[src/rtl/cst_pkg.sv]
package cst_pkg;
  // APB register offsets.
  localparam logic [7:0] REG_CFG    = 8'h00;
  localparam logic [7:0] REG_SPAN   = 8'h04;
  localparam logic [7:0] REG_ERASE  = 8'h08;
  localparam logic [7:0] REG_VAR    = 8'h0c;
  localparam logic [7:0] REG_STAT   = 8'h10;
  localparam logic [7:0] REG_LIVE   = 8'h14;
  // Field positions in REG_CFG and REG_ERASE.
  localparam int CFG_SEC = 2;
  localparam int CFG_SPD = 8;
  localparam int CFG_PM  = 16;
  localparam int CFG_AU  = 24;
  localparam int ER_TO   = 16;
  localparam int ER_OFF  = 22;
  // Status word bit positions.
  localparam int B_RANGE = 31;
  localparam int B_ALIGN = 30;
  localparam int B_BLEN  = 29;
  localparam int B_ESEQ  = 28;
  localparam int B_ESEL  = 27;
  localparam int B_WP    = 26;
  localparam int B_LOCK  = 25;
  localparam int B_LKF   = 24;
  localparam int B_CRC   = 23;
  localparam int B_ILL   = 22;
  localparam int B_ECCF  = 21;
  localparam int B_CC    = 20;
  localparam int B_GEN   = 19;
  localparam int B_UNDR  = 18;
  localparam int B_OVR   = 17;
  localparam int B_IDW   = 16;
  localparam int B_SKIP  = 15;
  localparam int B_ECCD  = 14;
  localparam int B_ERST  = 13;
  localparam int B_STATE = 9;
  localparam int B_RDY   = 8;
  localparam int B_SWF   = 7;
  localparam int B_APP   = 5;
  localparam int B_AUTH  = 3;
  // State codes and field values.
  localparam logic [3:0] ST_IDLE = 4'h0;
  localparam logic [3:0] ST_TRAN = 4'h4;
  localparam logic [1:0] BW_1BIT = 2'b00;
  localparam logic [1:0] BW_4BIT = 2'b10;
  localparam logic [7:0] SPD_MAX = 8'h04;
  localparam logic [7:0] PM_RST  = 8'hff;
  localparam logic [7:0] SPD_RST = 8'h00;
  localparam logic [31:0] REG_RST = 32'h0000_0000;
  // Extended status frame: start bit, 512 data, 16 CRC, end bit.
  localparam logic [9:0] SDS_BITS  = 10'd512;
  localparam logic [9:0] FRAME_END = 10'd529;
  localparam logic [15:0] CRC_POLY = 16'h1021;

  typedef struct packed {
    logic arg_range_err;
    logic misalign_err;
    logic blk_length_err;
    logic erase_order_err;
    logic erase_select_err;
    logic protect_write_err;
    logic lock_fail_err;
    logic prev_cmd_crc_err;
    logic bad_cmd_err;
    logic ecc_fail_err;
    logic internal_ctrl_err;
    logic general_err;
    logic underrun_err;
    logic overrun_err;
    logic id_reg_write_err;
    logic erase_skip;
    logic erase_reset;
    logic switch_fail_err;
    logic auth_order_err;
    logic expected_a;
  } cst_evt_s;

  typedef struct packed {
    logic locked_flag;
    logic ecc_off;
    logic buf_empty;
    logic stream_mode;
  } cst_live_s;

  typedef enum logic [2:0] {
    TX_IDLE = 3'b001,
    TX_WAIT = 3'b010,
    TX_SEND = 3'b100
  } cst_tx_e;
endpackage : cst_pkg

[src/rtl/cst_card_status.sv]
// Decided for this implementation: the register addresses and the APB slave port.
`timescale 1ns/1ps
`default_nettype none
module cst_card_status (
  // System
  input  wire logic               MCLK_IN,
  input  wire logic               RST_N_IN,
  // APB slave
  input  wire logic               PSEL_IN,
  input  wire logic               PENABLE_IN,
  input  wire logic               PWRITE_IN,
  input  wire logic [7:0]         PADDR_IN,
  input  wire logic [31:0]        PWDATA_IN,
  output logic                    PREADY_OUT,
  output logic [31:0]             PRDATA_OUT,
  output logic                    PSLVERR_OUT,
  // Card core
  input  wire cst_pkg::cst_evt_s  EVT_IN,
  input  wire cst_pkg::cst_live_s LIVE_IN,
  input  wire logic [3:0]         STATE_IN,
  input  wire logic               CMD_VALID_IN,
  input  wire logic               RESP_SENT_IN,
  input  wire logic               SDS_REQ_IN,
  output logic [31:0]             STATUS_OUT,
  // Data link
  input  wire logic               SD_CLK_IN,
  output logic                    DAT0_OUT,
  output logic                    DAT0_OE_OUT,
  output logic                    SDS_BUSY_OUT
);
  import cst_pkg::*;

  // ************************************************
  // Event mapping
  // ************************************************
  function automatic logic [31:0] c_set(
    input cst_evt_s e,
    input logic     strm
  );
    logic [31:0] v;
    v = '0;
    v[B_RANGE] = e.arg_range_err;
    v[B_ALIGN] = e.misalign_err;
    v[B_BLEN]  = e.blk_length_err;
    v[B_ESEQ]  = e.erase_order_err;
    v[B_ESEL]  = e.erase_select_err;
    v[B_WP]    = e.protect_write_err;
    v[B_LKF]   = e.lock_fail_err;
    v[B_ECCF]  = e.ecc_fail_err;
    v[B_CC]    = e.internal_ctrl_err;
    v[B_GEN]   = e.general_err;
    v[B_UNDR]  = e.underrun_err & strm;
    v[B_OVR]   = e.overrun_err & strm;
    v[B_IDW]   = e.id_reg_write_err;
    v[B_SKIP]  = e.erase_skip;
    v[B_ERST]  = e.erase_reset;
    v[B_APP]   = e.expected_a;
    v[B_AUTH]  = e.auth_order_err;
    return v;
  endfunction : c_set

  // Serial CRC16, x16+x12+x5+1, zero start value, fed MSB first.
  function automatic logic [15:0] crc_step(
    input logic [15:0] crc,
    input logic        bit_in
  );
    logic fb;
    fb = crc[15] ^ bit_in;
    return {crc[14:0], 1'b0} ^ (fb ? CRC_POLY : 16'h0000);
  endfunction : crc_step

  // ************************************************
  // Configuration registers
  // ************************************************
  logic [1:0]  bus_width_field_q;
  logic        secured_q;
  logic [7:0]  speed_q;
  logic [7:0]  perf_q;
  logic [3:0]  au_q;
  logic [31:0] protected_span_q;
  logic [15:0] erase_size_q;
  logic [5:0]  erase_to_q;
  logic [1:0]  erase_off_q;
  logic [15:0] card_variant_q;
  logic        wr_en;
  logic        rd_en;
  logic        map_hit;

  // A write commits at the edge where the master sees ready high, so the
  // register changes together with the completion of the transfer.
  assign wr_en = PSEL_IN & PENABLE_IN & PWRITE_IN & PREADY_OUT;
  assign rd_en = PSEL_IN & PENABLE_IN & ~PWRITE_IN & ~PREADY_OUT;

  always_comb begin
    case (PADDR_IN)
      REG_CFG,
      REG_SPAN,
      REG_ERASE,
      REG_VAR,
      REG_STAT,
      REG_LIVE: map_hit = 1'b1;
      default:  map_hit = 1'b0;
    endcase
  end

  // Reserved width and speed codes are refused so the block never
  // advertises a value the host cannot interpret.
  always_ff @(posedge MCLK_IN or negedge RST_N_IN) begin
    if (!RST_N_IN) begin
      bus_width_field_q <= BW_1BIT;
      secured_q         <= 1'b0;
      speed_q           <= SPD_RST;
      perf_q            <= PM_RST;
      au_q              <= 4'h0;
    end else if (wr_en && PADDR_IN == REG_CFG) begin
      if (PWDATA_IN[1:0] == BW_1BIT || PWDATA_IN[1:0] == BW_4BIT) begin
        bus_width_field_q <= PWDATA_IN[1:0];
      end
      secured_q <= PWDATA_IN[CFG_SEC];
      if (PWDATA_IN[CFG_SPD+:8] <= SPD_MAX) begin
        speed_q <= PWDATA_IN[CFG_SPD+:8];
      end
      perf_q <= PWDATA_IN[CFG_PM+:8];
      au_q   <= PWDATA_IN[CFG_AU+:4];
    end
  end

  always_ff @(posedge MCLK_IN or negedge RST_N_IN) begin
    if (!RST_N_IN) begin
      protected_span_q <= REG_RST;
      erase_size_q     <= 16'h0000;
      erase_to_q       <= 6'h00;
      erase_off_q      <= 2'b00;
      card_variant_q   <= 16'h0000;
    end else if (wr_en) begin
      case (PADDR_IN)
        REG_SPAN: begin
          protected_span_q <= PWDATA_IN;
        end
        REG_ERASE: begin
          erase_size_q <= PWDATA_IN[15:0];
          erase_to_q   <= PWDATA_IN[ER_TO+:6];
          erase_off_q  <= PWDATA_IN[ER_OFF+:2];
        end
        REG_VAR: begin
          card_variant_q <= PWDATA_IN[15:0];
        end
        default: begin
        end
      endcase
    end
  end

  // ************************************************
  // Card status word
  // ************************************************
  localparam logic [31:0] C_MASK = 32'hfdff_a028;
  localparam logic [31:0] B_MASK = 32'h00c0_0080;

  logic [31:0] c_q;
  logic [31:0] b_acc_q;
  logic [31:0] b_rep_q;
  logic [3:0]  state_q;
  logic [31:0] cset;
  logic [31:0] bset;
  logic [31:0] c_clr;
  logic [31:0] a_bits;
  logic        sds_refuse;

  assign cset = c_set(EVT_IN, LIVE_IN.stream_mode);

  always_comb begin
    bset        = '0;
    bset[B_CRC] = EVT_IN.prev_cmd_crc_err;
    bset[B_ILL] = EVT_IN.bad_cmd_err | sds_refuse;
    bset[B_SWF] = EVT_IN.switch_fail_err;
  end

  // Only bits that actually went out in the sent word are cleared, so an
  // error raised between snapshot and send still reaches the host.
  assign c_clr = RESP_SENT_IN ? (STATUS_OUT & C_MASK) : '0;

  always_ff @(posedge MCLK_IN or negedge RST_N_IN) begin
    if (!RST_N_IN) begin
      c_q <= '0;
    end else begin
      c_q <= (c_q & ~c_clr) | cset;
    end
  end

  // Previous-command bits collect until a valid command, then stand in
  // every response until the next valid command replaces them.
  always_ff @(posedge MCLK_IN or negedge RST_N_IN) begin
    if (!RST_N_IN) begin
      b_acc_q <= '0;
      b_rep_q <= '0;
    end else if (CMD_VALID_IN) begin
      b_rep_q <= (b_acc_q | bset) & B_MASK;
      b_acc_q <= '0;
    end else begin
      b_acc_q <= b_acc_q | bset;
    end
  end

  always_ff @(posedge MCLK_IN or negedge RST_N_IN) begin
    if (!RST_N_IN) begin
      state_q <= ST_IDLE;
    end else if (CMD_VALID_IN) begin
      state_q <= STATE_IN;
    end
  end

  always_comb begin
    a_bits         = '0;
    a_bits[B_LOCK] = LIVE_IN.locked_flag;
    a_bits[B_ECCD] = LIVE_IN.ecc_off;
    a_bits[B_RDY]  = LIVE_IN.buf_empty;
  end

  always_ff @(posedge MCLK_IN or negedge RST_N_IN) begin
    if (!RST_N_IN) begin
      STATUS_OUT <= '0;
    end else begin
      STATUS_OUT <= (c_q & C_MASK) | b_rep_q | a_bits
                  | {19'h0, state_q, 9'h000};
    end
  end

  // ************************************************
  // Link clock sampling
  // ************************************************
  logic clk_s1_q;
  logic clk_s2_q;
  // The third stage only holds the old level for edge detection.
  logic clk_s3_q;
  logic link_fall;

  always_ff @(posedge MCLK_IN or negedge RST_N_IN) begin
    if (!RST_N_IN) begin
      clk_s1_q <= 1'b0;
      clk_s2_q <= 1'b0;
      clk_s3_q <= 1'b0;
    end else begin
      clk_s1_q <= SD_CLK_IN;
      clk_s2_q <= clk_s1_q;
      clk_s3_q <= clk_s2_q;
    end
  end

  // Data changes after the falling edge so the host can sample it at the next fall.
  assign link_fall = clk_s3_q & ~clk_s2_q;

  // ************************************************
  // Extended status transmitter
  // ************************************************
  cst_tx_e      tx_q;
  logic [511:0] sds_sr_q;
  logic [15:0]  crc_q;
  logic [9:0]   cnt_q;
  logic [511:0] sds_word;

  assign sds_word = {bus_width_field_q, secured_q, 13'h0000,
                     card_variant_q, protected_span_q,
                     speed_q, perf_q, au_q, 4'h0,
                     erase_size_q, erase_to_q, erase_off_q,
                     400'h0};

  // A limitation: if the host halts its clock mid-frame, the transmitter
  // simply waits; only a reset abandons a partly sent block.
  // A request outside transfer state, or while a block is still going
  // out, is refused and reported as an bad_cmd_err.
  assign sds_refuse = SDS_REQ_IN & (STATE_IN != ST_TRAN || tx_q != TX_IDLE);

  always_ff @(posedge MCLK_IN or negedge RST_N_IN) begin
    if (!RST_N_IN) begin
      tx_q         <= TX_IDLE;
      sds_sr_q     <= '0;
      crc_q        <= 16'h0000;
      cnt_q        <= 10'd0;
      DAT0_OUT     <= 1'b1;
      DAT0_OE_OUT  <= 1'b0;
      SDS_BUSY_OUT <= 1'b0;
    end else begin
      case (tx_q)
        TX_IDLE: begin
          if (SDS_REQ_IN && !sds_refuse) begin
            sds_sr_q     <= sds_word;
            crc_q        <= 16'h0000;
            cnt_q        <= 10'd0;
            SDS_BUSY_OUT <= 1'b1;
            tx_q         <= TX_WAIT;
          end
        end
        TX_WAIT: begin
          if (link_fall) begin
            DAT0_OUT    <= 1'b0;
            DAT0_OE_OUT <= 1'b1;
            tx_q        <= TX_SEND;
          end
        end
        TX_SEND: begin
          if (link_fall) begin
            cnt_q <= cnt_q + 10'd1;
            if (cnt_q < SDS_BITS) begin
              DAT0_OUT <= sds_sr_q[511];
              crc_q    <= crc_step(crc_q, sds_sr_q[511]);
              sds_sr_q <= {sds_sr_q[510:0], 1'b0};
            end else if (cnt_q < FRAME_END - 10'd1) begin
              DAT0_OUT <= crc_q[15];
              crc_q    <= {crc_q[14:0], 1'b0};
            end else if (cnt_q == FRAME_END - 10'd1) begin
              DAT0_OUT <= 1'b1;
            end else begin
              DAT0_OE_OUT  <= 1'b0;
              SDS_BUSY_OUT <= 1'b0;
              tx_q         <= TX_IDLE;
            end
          end
        end
        default: begin
          tx_q <= TX_IDLE;
        end
      endcase
    end
  end

  // ************************************************
  // APB answer
  // ************************************************
  // One wait state: the answer is registered so every bus output is a flop.
  always_ff @(posedge MCLK_IN or negedge RST_N_IN) begin
    if (!RST_N_IN) begin
      PREADY_OUT  <= 1'b0;
      PSLVERR_OUT <= 1'b0;
    end else begin
      PREADY_OUT  <= PSEL_IN & PENABLE_IN & ~PREADY_OUT;
      PSLVERR_OUT <= PSEL_IN & PENABLE_IN & ~PREADY_OUT & ~map_hit;
    end
  end

  always_ff @(posedge MCLK_IN or negedge RST_N_IN) begin
    if (!RST_N_IN) begin
      PRDATA_OUT <= '0;
    end else if (rd_en) begin
      case (PADDR_IN)
        REG_CFG: begin
          PRDATA_OUT <= {4'h0, au_q, perf_q, speed_q, 5'h00,
                         secured_q, bus_width_field_q};
        end
        REG_SPAN: begin
          PRDATA_OUT <= protected_span_q;
        end
        REG_ERASE: begin
          PRDATA_OUT <= {8'h00, erase_off_q, erase_to_q, erase_size_q};
        end
        REG_VAR: begin
          PRDATA_OUT <= {16'h0000, card_variant_q};
        end
        REG_STAT: begin
          PRDATA_OUT <= STATUS_OUT;
        end
        REG_LIVE: begin
          PRDATA_OUT <= {21'h0, cnt_q, SDS_BUSY_OUT};
        end
        default: begin
          PRDATA_OUT <= '0;
        end
      endcase
    end else begin
      PRDATA_OUT <= '0;
    end
  end
endmodule : cst_card_status
`default_nettype wire

[config.mk]
export PLATFORM = sky130hd
export DESIGN_NAME = cst_card_status
export DESIGN_NICKNAME = d
export VERILOG_FILES = /design/src/rtl/cst_pkg.sv /design/src/rtl/cst_card_status.sv
export SDC_FILE = /design/constraint.sdc
export NUM_CORES = 1
export LEC_CHECK = 0
export BUFFER_PORTS_ARGS = -buffer_cell sky130_fd_sc_hd__buf_4
export CAP_MARGIN = 20
export CELL_PAD_IN_SITES_DETAIL_PLACEMENT = 1
export CELL_PAD_IN_SITES_GLOBAL_PLACEMENT = 1
export CORE_MARGIN = 1
export CORE_UTILIZATION = 45
export DETAILED_ROUTE_END_ITERATION = 16
export PLACE_DENSITY = 0.79
export SLEW_MARGIN = 10
export SYNTH_ARGS = -nofsm -noshare
export SYNTH_HDL_FRONTEND = slang
export SYNTH_SLANG_ARGS = --single-unit
export TNS_END_PERCENT = 1
[constraint.sdc]
create_clock -name MCLK_IN -period 2.3 [get_ports MCLK_IN]
set_input_delay 0.23 -clock MCLK_IN [delete_from_list [all_inputs] [get_ports MCLK_IN]]
set_output_delay 0.23 -clock MCLK_IN [all_outputs]
set_load 0.1 [all_outputs]
== Word-level counts from Yosys, hierarchy flattened ==
Cells that the tools add are included.

* Register bits after elaboration: 779
* Output and inout port bits: 69
* Input bits: 77
* Logic and storage cells: 139

* $add $sub $neg: 1
* Eq/ne operators: 21
* Muxes and demuxes: 39
* Order comparisons: 3
* Reduce and logical (&&, ||, !) cells: 22
* Bitwise logic cells: 25

{| class="wikitable"
|+ Operator list
! operator !! number
|-
| 512-bit two-way mux || 3
|-
| 512-bit case mux with 2 select lines || 1
|-
| 32-bit case mux with 6 select lines || 1
|-
| 32-bit two-way mux || 3
|-
| 16-bit two-way mux || 4
|-
| 32-bit by 24-bit bitwise OR with 32-bit output || 2
|-
| 32-bit AND || 1
|-
| 32-bit inverter || 1
|-
| 32-bit by 13-bit bitwise OR with 32-bit output || 1
|-
| 32-bit by 26-bit bitwise OR with 32-bit output || 1
|-
| 32-bit bitwise OR || 1
|-
| 16-bit case mux with 2 select lines || 1
|-
| 10-bit < comparator (second input constant) || 2
|-
| 10-bit two-way mux || 2
|-
| 10-bit case mux with 2 select lines || 1
|-
| 3-bit two-way mux || 6
|-
| 6-bit AND reduction || 3
|-
| 8-bit by 4-bit equality test with 1-bit output (second input constant) || 2
|-
| 8-bit by 5-bit equality test with 1-bit output (second input constant) || 2
|-
| 16-bit by 13-bit bitwise XOR with 16-bit output || 1
|-
| 2-bit != test (second input constant) || 7
|-
| 13-bit two-way mux || 1
|-
| 1-bit two-way mux || 12
|-
| 4-bit AND reduction || 3
|-
| 27 further kinds || 49
|}

== Longest topological paths before layout ==
* Depth after elaboration: 7
* Gate-level depth with buffers: 8
* Mapped depth without buffers: 6

== Worst setup path before layout ==
OpenSTA, ideal clock, no wires.

* Path type: register -> register
* From: reg PREADY_OUT
* To: reg speed_q[0]
* Setup slack: -0.184 ns
* Data required time: 2.175 ns
* Setup time: 0.125 ns
* Stages on the path, launching flop included: 5
* Data arrival time: 2.359 ns
* Buffers on the path: 0
* Period minus slack after synthesis: 2.484 ns
* Path through: dfrtp_1 > and4_1 > nand4_1 > nor3_2 > mux2_2

* Longest elaborated chain between the ends: 3

{| class="wikitable"
|+ RTL lines
! what !! line !! text
|-
| start: declaration || cst_card_status.sv:14 || <nowiki>output logic PREADY_OUT,</nowiki>
|-
| start signal: assignment || cst_card_status.sv:336 || <nowiki>PREADY_OUT <= PSEL_IN & PENABLE_IN & ~PREADY_OUT;</nowiki>
|-
| 1-bit AND || cst_card_status.sv:91 || <nowiki>assign wr_en = PSEL_IN & PENABLE_IN & PWRITE_IN & PREADY_OUT;</nowiki>
|-
| 1-bit logical AND || cst_card_status.sv:115 || <nowiki>end else if (wr_en && PADDR_IN == REG_CFG) begin</nowiki>
|-
| 2-bit AND reduction (no source line) || -- ||
|-
| end signal: assignment || cst_card_status.sv:121 || <nowiki>speed_q <= PWDATA_IN[CFG_SPD+:8];</nowiki>
|-
| end: declaration || cst_card_status.sv:77 || <nowiki>logic [7:0] speed_q;</nowiki>
|}

No other way between the ends.
A chain may end at the register's enable or synchronous reset.

== Final worst setup path ==
* From: reg tx_q[2]
* To: reg sds_sr_q[499]

* Longest elaborated chain between the ends: 7
* Elaborated cells on any way between the ends: 13
* Those cells by class: eq/ne: 6; mux: 1; bitwise: 1; reduce/logical: 5

{| class="wikitable"
|+ RTL lines
! what !! line !! text
|-
| start: declaration || cst_card_status.sv:256 || <nowiki>cst_tx_e tx_q;</nowiki>
|-
| start signal: assignment || cst_card_status.sv:276 || <nowiki>tx_q <= TX_IDLE;</nowiki>
|-
| start signal: assignment || cst_card_status.sv:291 || <nowiki>tx_q <= TX_WAIT;</nowiki>
|-
| start signal: assignment || cst_card_status.sv:298 || <nowiki>tx_q <= TX_SEND;</nowiki>
|-
| 3-bit by 1-bit != test with 1-bit output || cst_card_status.sv:272 || <nowiki>assign sds_refuse = SDS_REQ_IN & (STATE_IN != ST_TRAN || tx_q != TX_IDLE);</nowiki>
|-
| 1-bit logical OR || cst_card_status.sv:272 ||
|-
| 1-bit AND || cst_card_status.sv:272 ||
|-
| 1-bit logical NOT || cst_card_status.sv:286 || <nowiki>if (SDS_REQ_IN && !sds_refuse) begin</nowiki>
|-
| 1-bit logical AND || cst_card_status.sv:286 ||
|-
| 2-bit != test (no source line) || -- ||
|-
| 4-bit AND reduction (no source line) || -- ||
|-
| end signal: assignment || cst_card_status.sv:287 || <nowiki>sds_sr_q <= sds_word;</nowiki>
|-
| end signal: assignment || cst_card_status.sv:307 || <nowiki>sds_sr_q <= {sds_sr_q[510:0], 1'b0};</nowiki>
|-
| end: declaration || cst_card_status.sv:257 || <nowiki>logic [511:0] sds_sr_q;</nowiki>
|}

Parallel ways exist; a longest one is shown, timed or not.

==> reports/qor.yml <==
detailed_routing:
  drt_wl_total_um: 43400
  drt_iter0_markers: 586
  vias: 10677
  drtAntennaViolNets: 0
  via_per_inst: 5.65
  first_pass_iters: 6
  wire_per_inst_um: 23.0
  drc: 0
floorplanning:
  io_pins: 146
  die_area_um2: 32800
  rows: 65
  die_w_um: 181
  start_util_pct: 45.8
  die_h_um: 181
  core_area_um2: 31600
finish:
  area_delta_synth_final_pct: 24.0
  final_cell_mix: "329 x nand2_1, 321 x dfrtp_1, 206 x mux2_2, 180 x buf_4, 58 x dlygate4sd3_1"
  final_common_cell: "nand2_1"
  num-nets-final: 1539
  drive_above_1_share_pct: 32.4
clocking:
  cts_tree: "built"
  htreeDepth: 2
  clk_pin_slew_ps: 60
  clk_latency_ps: 530
  clk_path_buf_depth: 3
  cts.sinks: 332
  root_buffer: "clkbuf_16"
  numCtsBuffers: 37
pwr:
  power.density_nw_per_um2: 748
  cellLeakagePower_uw: 0.00892
  vdd_drop_max_uv: 636
synthesis:
  async_flop_share_pct: 100
  synth_top_area_cell: "dfrtp_1"
  netlist.area_leader.share_pct: 55.7
  syn-instance-count: 1248
  ys_seq_area_share_pct: 57.6
  yosys_warnings: 0
  ys.flop_type: "dfrtp_1"
  synth.ff_latch_count: 332
  synth.distinct_cells: 64
  avgSynthCellArea_um2: 11.6
  synth_edf_count: 0
  netlist_area_um2: 14500
  synth_area_leaders: "dfrtp_1 56%, mux2_2 16%, nand2_1 8.5%, dfstp_2 1.8%, a22o_1 1.7%"
global_routing:
  grt_usage_pct: 27.1
  grt_max_degree: 95
  antenna_found_initial: 1
  grt-ovfl-total: 0
  grt_pass1_vias: 11821
  grt_pass1_wl_um: 68400
timing:
  setup_viol: 0
  drv_slew: 0
  setup_ws_ps: 145
  skew_ps: 18.1
  hold_viol: 0
  worst_pin_slew_ps: 977
  tns_ps: 0
  fin_crit_ps: 2150
  post-route-period-util_pct: 93.7
  fmax_mhz: 464
  slew_headroom_pct: 34.7
  rsz0062_at_grt: "false"
  whs_ps: 5.76
setup_path:
  startpoint_type: "flop"
  required_ps: 2750
  crit_arrival_ps: 2600
  r2r_start: "tx_q[2]$_DFFE_PN0P_"
  cp_max_fo: 17
  reg2reg_to: "sds_sr_q[499]$_DFFE_PN0P_"
  ff2ff_setup_slack_ps: 150
  ff2ff_path_depth: 5
  critical_path_class: "reg -> reg"
  cp-end-kind: "flop"
placement:
  dp_hpwl_um: 28000
  gp_congestion: 0.806
  io_buffers: 140
  place_ws_ps: 128
min_path:
  hold_end: "b_acc_q[22]$_DFF_PN0_"
  holdPathStages: 3
  hp-class: "in -> reg"
  min_from: "EVT_IN[11]"
run_status:
  status: "completed"
run:
  maxCapViolCount: 0
cells by family after synthesis:
kind of cell / count (synthesis) / share of synthesized area, %
other: 1 / 0.0259
XOR/XNOR: 2 / 0.121
flip-flops: 332 / 57.6
adder cells (fa/ha/maj): 2 / 0.173
AND/OR/NAND/NOR: 454 / 13.7
AO/OA/AOI/OAI: 127 / 6.92
multiplexers: 238 / 18.5
buffers and inverters: 92 / 2.99
report_power, final:
part	switching [uW]	leakage [uW]	internal (uW)
logic	890	0.00393	427
registers	148	0.00439	6010
clock network	2390	0.000596	3550
registers in the layout, summed over array words and instances, names as in the netlist, 2 cells and up:
signal,count
sds_sr_q,112
PRDATA_OUT,32
protected_span_q,32
STATUS_OUT,27
c_q,19
card_variant_q,16
crc_q,16
erase_size_q,16
cnt_q,10
perf_q,8
speed_q,8
erase_to_q,6
au_q,4
state_q,4
b_acc_q,3
b_rep_q,3
tx_q,3
bus_width_field_q,2
erase_off_q,2
critical path, cell delays in order, from the launching register on:
cell and delay [ps]:
dfrtp_1 490, nor3b_4 360, nand2b_1 190, buf_4 230
nor2_2 550, a22o_1 250
area by class of cell:
type	count	area (um^2)
fill	3269	13600
sequential	332	8320
multi-input combinational	828	5730
timing repair buffer	248	2120
clock buffer	57	1110
tap	402	503
clock inverter	8	93.8
inverter	13	48.8
antenna	1	2.50
timing repair:
item                                    in CTS  in global routing
endpoints found under the setup margin       0                  2
resized for setup                            0                  1
buffers inserted                             0                  2
hold buffers                                58                  0
endpoints found under the hold margin      136                  0
worst max path at each step:
| stage | from | endpoint | slack [ps] | cells past startpoint |
|---|---|---|---|---|
| after CTS | STATE_IN[1] | crc_q[12]$_DFFE_PN0P_ | 120 | 8 |
| after global routing | tx_q[2]$_DFFE_PN0P_ | sds_sr_q[499]$_DFFE_PN0P_ | 20 | 5 |
| after detailed placement | cnt_q[7]$_DFFE_PN0P_ | crc_q[12]$_DFFE_PN0P_ | 130 | 5 |
| final | tx_q[2]$_DFFE_PN0P_ | sds_sr_q[499]$_DFFE_PN0P_ | 150 | 5 |
| after floorplan | PREADY_OUT$_DFF_PN0_ | speed_q[0]$_DFFE_PN0P_ | 110 | 4 |
| after global placement | cnt_q[8]$_DFFE_PN0P_ | crc_q[7]$_DFFE_PN0P_ | 190 | 4 |
synthesized netlist by cell type (all sizes together), types with 6 or more instances:
master	n
a32oi	7
nand2	330
mux2i	19
dfrtp	322
buf	40
dfstp	10
nand2b	6
a22oi	11
or4	7
a222oi	9
clkbuf	39
inv	13
o21ai	14
nand3	12
nor2b	8
a21oi	12
a2bb2oi	7
a22o	28
a21o	16
nor3	8
nor2	50
mux2	217
o211ai	6
through the flow:
step / utilization (%) / std cells / total power [uW] / instance area, um^2
after floorplan: - / 1252 / 6910 / 14500
after global placement: 51.0 / 1763 / 7420 / 16100
after detailed placement: 51.0 / 1763 / 7460 / 16100
after CTS: 56.7 / 1886 / 13500 / 17900
after global routing: 56.8 / 1889 / 13800 / 17900
final: 56.8 / 1889 / 13400 / 17900
per-layer routing:
| layer | global-route usage (%) | share of wire [%] |
|---|---|---|
| met1 | 34.7 | 42 |
| met2 | 45.4 | 49 |
| met3 | 5.99 | 6.3 |
| met4 | 9.42 | 2.6 |
| met5 | 0 | 0 |
(Power assumes the default switching activity.)
